**config.mk**
```make
export PLATFORM = sky130hd
export DESIGN_NAME = bnp_host_ctrl
export DESIGN_NICKNAME = d
export VERILOG_FILES = /design/src/bnp_pkg.sv /design/src/bnp_counter.sv /design/src/bnp_host_ctrl.sv
export SDC_FILE = /design/constraint.sdc
export NUM_CORES = 1
export LEC_CHECK = 0
export BUFFER_PORTS_ARGS = -buffer_cell sky130_fd_sc_hd__buf_2
export CORE_MARGIN = 1.5
export CORE_UTILIZATION = 54
export DETAILED_ROUTE_END_ITERATION = 10
export PLACE_DENSITY = 0.85
export SLEW_MARGIN = 30
export SYNTH_ARGS = -nofsm -noshare
export SYNTH_HDL_FRONTEND = slang
export SYNTH_SLANG_ARGS = --single-unit
```
**constraint.sdc**
```tcl
create_clock -name sys_clk -period 4 [get_ports sys_clk]
set_input_delay 0.4 -clock sys_clk [delete_from_list [all_inputs] [get_ports sys_clk]]
set_output_delay 0.4 -clock sys_clk [all_outputs]
set_load 0.005 [all_outputs]
```
**src/bnp_pkg.sv**
```systemverilog
package bnp_pkg;

   // ****************************************************************
   // Array geometry.
   // ****************************************************************
   localparam int ADDR_W = 15;
   localparam int DATA_W = 8;

   // ****************************************************************
   // Bus timing in nanoseconds and derived cycle counts at 200 MHz.
   // ****************************************************************
   localparam int CLK_PERIOD_NS = 5;
   localparam int ACCESS_TIME_NS = 70;
   localparam int CYCLE_TIME_NS = 130;
   localparam int PRECHARGE_MIN_TIME_NS = 60;
   localparam int ACCESS_CYC = (ACCESS_TIME_NS + CLK_PERIOD_NS - 1) / CLK_PERIOD_NS;
   localparam int CYCLE_CYC = (CYCLE_TIME_NS + CLK_PERIOD_NS - 1) / CLK_PERIOD_NS;
   localparam int PRECHARGE_CYC = (PRECHARGE_MIN_TIME_NS + CLK_PERIOD_NS - 1) / CLK_PERIOD_NS;
   localparam int CNT_W = 6;

   // ****************************************************************
   // Reset values of the memory pins.
   // ****************************************************************
   localparam logic PIN_IDLE = 1'h1;

   // ****************************************************************
   // Controller states.
   // ****************************************************************
   typedef enum logic [3:0] {
      BNP_IDLE = 4'h1,
      BNP_ACCESS = 4'h2,
      BNP_PRECHARGE = 4'h4,
      BNP_DONE = 4'h8
   } bnp_state_t;

endpackage : bnp_pkg

```
**src/bnp_counter.sv**
```systemverilog
module bnp_counter
   import bnp_pkg::*;
(
   input wire logic sys_clk,             // System clock.
   input wire logic rst_n,               // Synchronous reset, active low.
   input wire logic clear,               // Restarts the count at zero.
   output logic [CNT_W-1:0] count        // Cycles since the last clear.
);

   logic [CNT_W-1:0] count_nxt;

   // Next count saturates so a long idle period cannot wrap it.
   always_comb begin
      if (clear) begin
         count_nxt = '0;
      end else if (count == {CNT_W{1'b1}}) begin
         count_nxt = count;
      end else begin
         count_nxt = count + 1'b1;
      end
   end

   // Registers the count.
   always_ff @(posedge sys_clk) begin
      if (!rst_n) begin
         count <= '0;
      end else begin
         count <= count_nxt;
      end
   end

endmodule : bnp_counter

```
**src/bnp_host_ctrl.sv**
```systemverilog
module bnp_host_ctrl
   import bnp_pkg::*;
(
   input wire logic sys_clk,                        // System clock, 200 MHz.
   input wire logic rst_n,                          // Synchronous reset, active low.
   input wire logic req_valid,                      // Request present.
   input wire logic req_write,                      // High for write, low for read.
   input wire logic [ADDR_W-1:0] req_addr,          // Byte address of the request.
   input wire logic [DATA_W-1:0] req_wdata,         // Write data of the request.
   output logic req_ready,                          // Request taken this cycle.
   output logic rsp_valid,                          // Access finished, one-cycle pulse.
   output logic [DATA_W-1:0] rsp_rdata,             // Read data, held until next read.
   output logic [ADDR_W-1:0] mem_addr_lines,        // Address pins.
   output logic select_n,                           // Chip select, active low.
   output logic write_strobe_n,                     // Write strobe, active low.
   output logic output_drive_n,                     // Output enable, active low.
   input wire logic [DATA_W-1:0] byte_lanes_i,      // Data pins as seen on the wire.
   output logic [DATA_W-1:0] byte_lanes_o,          // Data driven by the host.
   output logic byte_lanes_oe_n                     // Host drives data while low.
);

   // ****************************************************************
   // Elaboration checks on the timing counts.
   // ****************************************************************
   // The access phase must leave room for precharge inside one cycle,
   // and the full cycle count must fit the saturating timer.
   if (ACCESS_CYC >= CYCLE_CYC || PRECHARGE_CYC > CYCLE_CYC - ACCESS_CYC ||
       CYCLE_CYC + 2 > (1 << CNT_W) - 1) begin : g_bad_timing
      $error("Timing counts do not fit the controller.");
   end

   // ****************************************************************
   // Input synchroniser for the data pins.
   // ****************************************************************
   logic [DATA_W-1:0] sync1_r;
   logic [DATA_W-1:0] sync2_r;

   // Two flip-flops before any logic reads the data pins.
   // The pins change at any time against sys_clk, so the first stage may
   // settle late; only the second stage feeds the sequencer.
   always_ff @(posedge sys_clk) begin
      if (!rst_n) begin
         sync1_r <= '0;
         sync2_r <= '0;
      end else begin
         sync1_r <= byte_lanes_i;
         sync2_r <= sync1_r;
      end
   end

   // ****************************************************************
   // Cycle timer.
   // ****************************************************************
   // Cleared at every select fall; after reset it starts from zero, so the
   // first cycle after reset also waits out a full precharge.
   logic [CNT_W-1:0] tcount;
   logic tclear;

   bnp_counter u_timer (
      .sys_clk(sys_clk),
      .rst_n(rst_n),
      .clear(tclear),
      .count(tcount)
   );

   // ****************************************************************
   // Access sequencer.
   // ****************************************************************
   bnp_state_t state_r, state_nxt;
   logic is_write_r, is_write_nxt;
   logic [ADDR_W-1:0] addr_r, addr_nxt;
   logic [DATA_W-1:0] wdata_r, wdata_nxt;
   logic [DATA_W-1:0] rdata_r, rdata_nxt;
   logic req_ready_r, req_ready_nxt;
   logic rsp_valid_r, rsp_valid_nxt;
   logic sel_r, sel_nxt;
   logic we_r, we_nxt;
   logic oe_r, oe_nxt;
   logic lanes_oe_r, lanes_oe_nxt;
   logic access_met;
   logic cycle_met;

   // Returns true once count has reached the given number of cycles.
   function automatic logic reached(input logic [CNT_W-1:0] cnt, input int limit);
      reached = (int'(cnt) >= limit - 1);
   endfunction : reached

   // The access phase ends once the access time and the two synchroniser
   // stages have passed, so the read data taken then is already valid.
   assign access_met = reached(tcount, ACCESS_CYC + 2);

   // The timer saturates, so a long idle period keeps cycle_met high.
   // Gating requests on it also covers an access cut short by reset,
   // which the array still completes internally before its precharge.
   assign cycle_met = reached(tcount, CYCLE_CYC + 2);

   // Next state: select falls with address stable, the access runs
   // for the full access time, then select rises for precharge.
   // A new request waits until the timer shows that select has stood
   // high long enough since the last cycle or since reset.
   always_comb begin
      state_nxt = state_r;
      is_write_nxt = is_write_r;
      addr_nxt = addr_r;
      wdata_nxt = wdata_r;
      rdata_nxt = rdata_r;
      req_ready_nxt = 1'b0;
      rsp_valid_nxt = 1'b0;
      sel_nxt = sel_r;
      we_nxt = we_r;
      oe_nxt = oe_r;
      lanes_oe_nxt = lanes_oe_r;
      tclear = 1'b0;
      case (state_r)
         BNP_IDLE: begin
            // Take the next request only once precharge and cycle time are met.
            if (req_valid && !req_ready_r && cycle_met) begin
               req_ready_nxt = 1'b1;
               is_write_nxt = req_write;
               addr_nxt = req_addr;
               wdata_nxt = req_wdata;
               sel_nxt = 1'b0;
               // Strobe low with select: select-controlled write.
               we_nxt = ~req_write;
               oe_nxt = req_write;
               lanes_oe_nxt = ~req_write;
               tclear = 1'b1;
               state_nxt = BNP_ACCESS;
            end
         end
         BNP_ACCESS: begin
            // Hold the access until the access time has passed.
            if (access_met) begin
               if (!is_write_r) begin
                  rdata_nxt = sync2_r;
               end
               // Select and strobe rise together to end the write.
               sel_nxt = 1'b1;
               we_nxt = 1'b1;
               oe_nxt = 1'b1;
               lanes_oe_nxt = 1'b1;
               state_nxt = BNP_PRECHARGE;
            end
         end
         BNP_PRECHARGE: begin
            // Select held high for precharge and until the cycle time.
            if (cycle_met) begin
               rsp_valid_nxt = 1'b1;
               state_nxt = BNP_DONE;
            end
         end
         BNP_DONE: begin
            // One quiet cycle separates the rsp_valid pulse from the next take.
            state_nxt = BNP_IDLE;
         end
         default: begin
            // An illegal state parks the pins idle and returns to IDLE.
            state_nxt = BNP_IDLE;
            sel_nxt = PIN_IDLE;
            we_nxt = PIN_IDLE;
            oe_nxt = PIN_IDLE;
            lanes_oe_nxt = 1'b1;
         end
      endcase
   end

   // Registers the sequencer; reset parks all strobes high.
   always_ff @(posedge sys_clk) begin
      if (!rst_n) begin
         state_r <= BNP_IDLE;
         is_write_r <= 1'b0;
         addr_r <= '0;
         wdata_r <= '0;
         rdata_r <= '0;
         req_ready_r <= 1'b0;
         rsp_valid_r <= 1'b0;
         sel_r <= PIN_IDLE;
         we_r <= PIN_IDLE;
         oe_r <= PIN_IDLE;
         lanes_oe_r <= 1'b1;
      end else begin
         state_r <= state_nxt;
         is_write_r <= is_write_nxt;
         addr_r <= addr_nxt;
         wdata_r <= wdata_nxt;
         rdata_r <= rdata_nxt;
         req_ready_r <= req_ready_nxt;
         rsp_valid_r <= rsp_valid_nxt;
         sel_r <= sel_nxt;
         we_r <= we_nxt;
         oe_r <= oe_nxt;
         lanes_oe_r <= lanes_oe_nxt;
      end
   end

   // ****************************************************************
   // Pin and handshake outputs.
   // ****************************************************************
   // Outputs come straight from flip-flops.
   assign req_ready = req_ready_r;
   assign rsp_valid = rsp_valid_r;
   assign rsp_rdata = rdata_r;
   assign mem_addr_lines = addr_r;
   assign select_n = sel_r;
   assign write_strobe_n = we_r;
   assign output_drive_n = oe_r;
   assign byte_lanes_o = wdata_r;
   assign byte_lanes_oe_n = lanes_oe_r;

endmodule : bnp_host_ctrl

```
==> flow_summary.toml <==
[run_status]
outcome = "finished, final reports clean"

[route]
routed_wl_mm = 4.66
wl_per_cell_um = 12.4
drtIter0Drc = 110
via_per_inst = 5.12
drcViolationCount = 0
vias = 1921
first_pass_iters = 4
ant_nets = 0

[global_route]
overflow = 0
grt_first_pass_wirelength_mm = 7.16
grt_max_degree = 56
antenna_found_initial = 0
grt_util_all_layers_pct = 21.1
grt_pass1_vias = 1660

[timing]
setup_ws_ns = 1.87
layout_min_cycle_time_ns = 2.13
max_freq_ghz = 0.470
period_share_pct = 53.2
finClkSkew_ns = 0.00404
fin_tns_setup_ns = 0
final_hold_viol_count = 0
slew_violations = 0
rsz0062_at_grt = "false"
timing.max_slew.rel_slack_pct = 55.7
max_slew.worst_pin.slew_ns = 0.662
final-setup-viol-count = 0

[clock_network]
post_cts_buffers = 0
clock_latency_ns = 0.33
ctsHtreeMaxLevel = 3
cts_tree = "done"
hold_buffers = 0
ctsRootBufferMaster = "clkbuf_8"
numCtsBuffers = 9
clock_sinks = 63
clk_pin_slew_ns = 0.07
cts_resized = 0
ctsLongestPathBuffers = 2

[setup_path]
critPathKind = "reg -> reg"
cp_cell_sequence = "ha_1 -> o211a_1 -> o211ai_2 -> buf_4 -> nand3_1 -> o31ai_1"
crit_slowest_cell = "o211ai_2"
required_ns = 4.25
critPathCaptureType = "flop"
slowest_delay_ns = 0.55
critPathLaunch = "u_timer.count[0]"
critPathLaunchType = "flop"
r2r_start = "u_timer.count[0]"
cp_max_fo = 32
critPathBufInv = 1
critPathTopFamily = "compound AO/OA/AOI/OAI gates"
cp.arrival_ns = 2.38

[final_layout]
final.fill_count = 334
final_nets = 356
final_cells = 375
num_antenna_cells = 0
drive_above_1_share_pct = 29.8
syn_to_final_growth_pct = 23.9
fin_util_pct = 70.6

[worst_hold_path]
hold_class = "in -> reg"
hp-start = "req_write"

[place]
port_buffers = 71
gp_congestion = 0.794
dp_hpwl_mm = 3.09
place_inst = 359
place_ws_ns = 1.90

[floorplanning]
rows = 23
fp.dieArea_sq_um = 4720
die_h_um = 68.7
die-width_um = 68.7
start_util_pct = 57.0
top_level_ports = 72
coreArea_sq_um = 4090

[yosys]
yosysWarnings = 0
syn_area_sq_um = 2330
synthTopCellsByArea = "dfxtp_1 (54%), nand3_1 (7.3%), o21ai_0 (7.1%), nand2_1 (6.0%), and2_1 (4.3%)"
syn_inst = 253
async_reset_ff_share_pct = 0
synth_cell_types = 43
syn_nets = 289
ys_seq_elements = 63
yosysTopAreaCell = "dfxtp_1"
seq_area_frac_synth_pct = 54.1
synth_edf_count = 0
synth_top_area_share_pct = 54.1
ys.flop_type = "dfxtp_1"
postSynthAreaPerCell_sq_um = 9.21

[power_and_ir_drop]
power_density_nw_per_um2 = 436
finalPower_mw = 1.26
ir_drop_mv = 0.260
p_leak_nw = 1.31

[run]
drv_cap = 0
layout make-up:
class	instances	area, sq um	share of cell area [%]
multi-input cells	168	965	33.4
clock inverters	3	40.0	1.39
clock buffers	13	169	5.85
repair buffers	73	370	12.8
flip-flops and latches	63	1260	43.7
inverters	5	18.8	0.650
well taps	50	62.6	2.17
per-stage QoR:
step	hold WS, ns	area [sq um]
global route	0.236	2890
global placement	0.415	2680
CTS	0.241	2890
finish	0.249	2890
detailed placement	0.417	2680
floorplan	0.412	2330
cells in the final DEF (no fill, tap or decap), types with 2 or more instances in the layout:
cell type and n:
a21oi_1 2, a32oi_1 2, and2_1 16, buf_2 71, buf_4 2, clkbuf_8 12, clkinv_2 2, dfxtp_1 63
inv_1 5, mux2i_1 2, nand2_1 37, nand3_1 34, nor2_1 8, nor2b_1 4, nor3_1 2, nor3b_1 2
nor4b_4 2, o21ai_0 33, xor2_1 2
synth_stat cells (2+ instances only):
cell type  number
buf_4           2
inv_1           5
a32oi_1         2
mux2i_1         2
a21oi_1         2
buf_2           4
o21ai_0        33
and2_1         16
clkbuf_1        7
nor3b_1         2
nor2b_1         4
nor2_1          8
nor3_1          2
nand2_1        37
nand3_1        34
nor4b_4         2
dfxtp_1        63
xor2_1          2
buf_1           2
state kept, by name, summed over array words and instances, names as in the netlist:
name             count
byte_lanes_o         8
sync2_r              8
is_write_r           1
req_ready            1
u_timer.count        6
rsp_rdata            8
sync1_r              8
state_r              4
byte_lanes_oe_n      1
rsp_valid            1
output_drive_n       1
select_n             1
mem_addr_lines      15
layer usage:
metal  track usage (%)  vias to the layer above  share of wire, %
met5                 0                        -                 0
met1              24.3                      853                45
met3              9.58                       12               6.0
met4              8.50                        0               1.5
li1                  -                     1001                 -
met2              34.0                       55                48
path summary, 6_finish.rpt:
kind / to / slack [ns] / depth (start not counted)
worst max register to register: is_write_r / 1.87 / 6
worst min-delay path: byte_lanes_oe_n / 0.25 / 2
worst min register to register: sync2_r[6] / 0.43 / 1
worst max-delay path: is_write_r / 1.87 / 6
power breakdown:
part / switching (mW) / internal [mW]
Clock: 0.232 / 0.337
Sequential: 0.00418 / 0.637
Combinational: 0.0248 / 0.0219
kinds of logic after synthesis:
family,count (synthesis),synth area share (%)
AO/OA/AOI/OAI,48,12.6
AND/OR/NAND/NOR,114,26.3
multiplexers,2,0.859
adder cells (fa/ha/maj),1,0.537
XOR/XNOR,3,1.13
flip-flops,63,54.1
buffers and inverters,22,4.46
No activity file was read; power rests on OpenSTA's default activity.
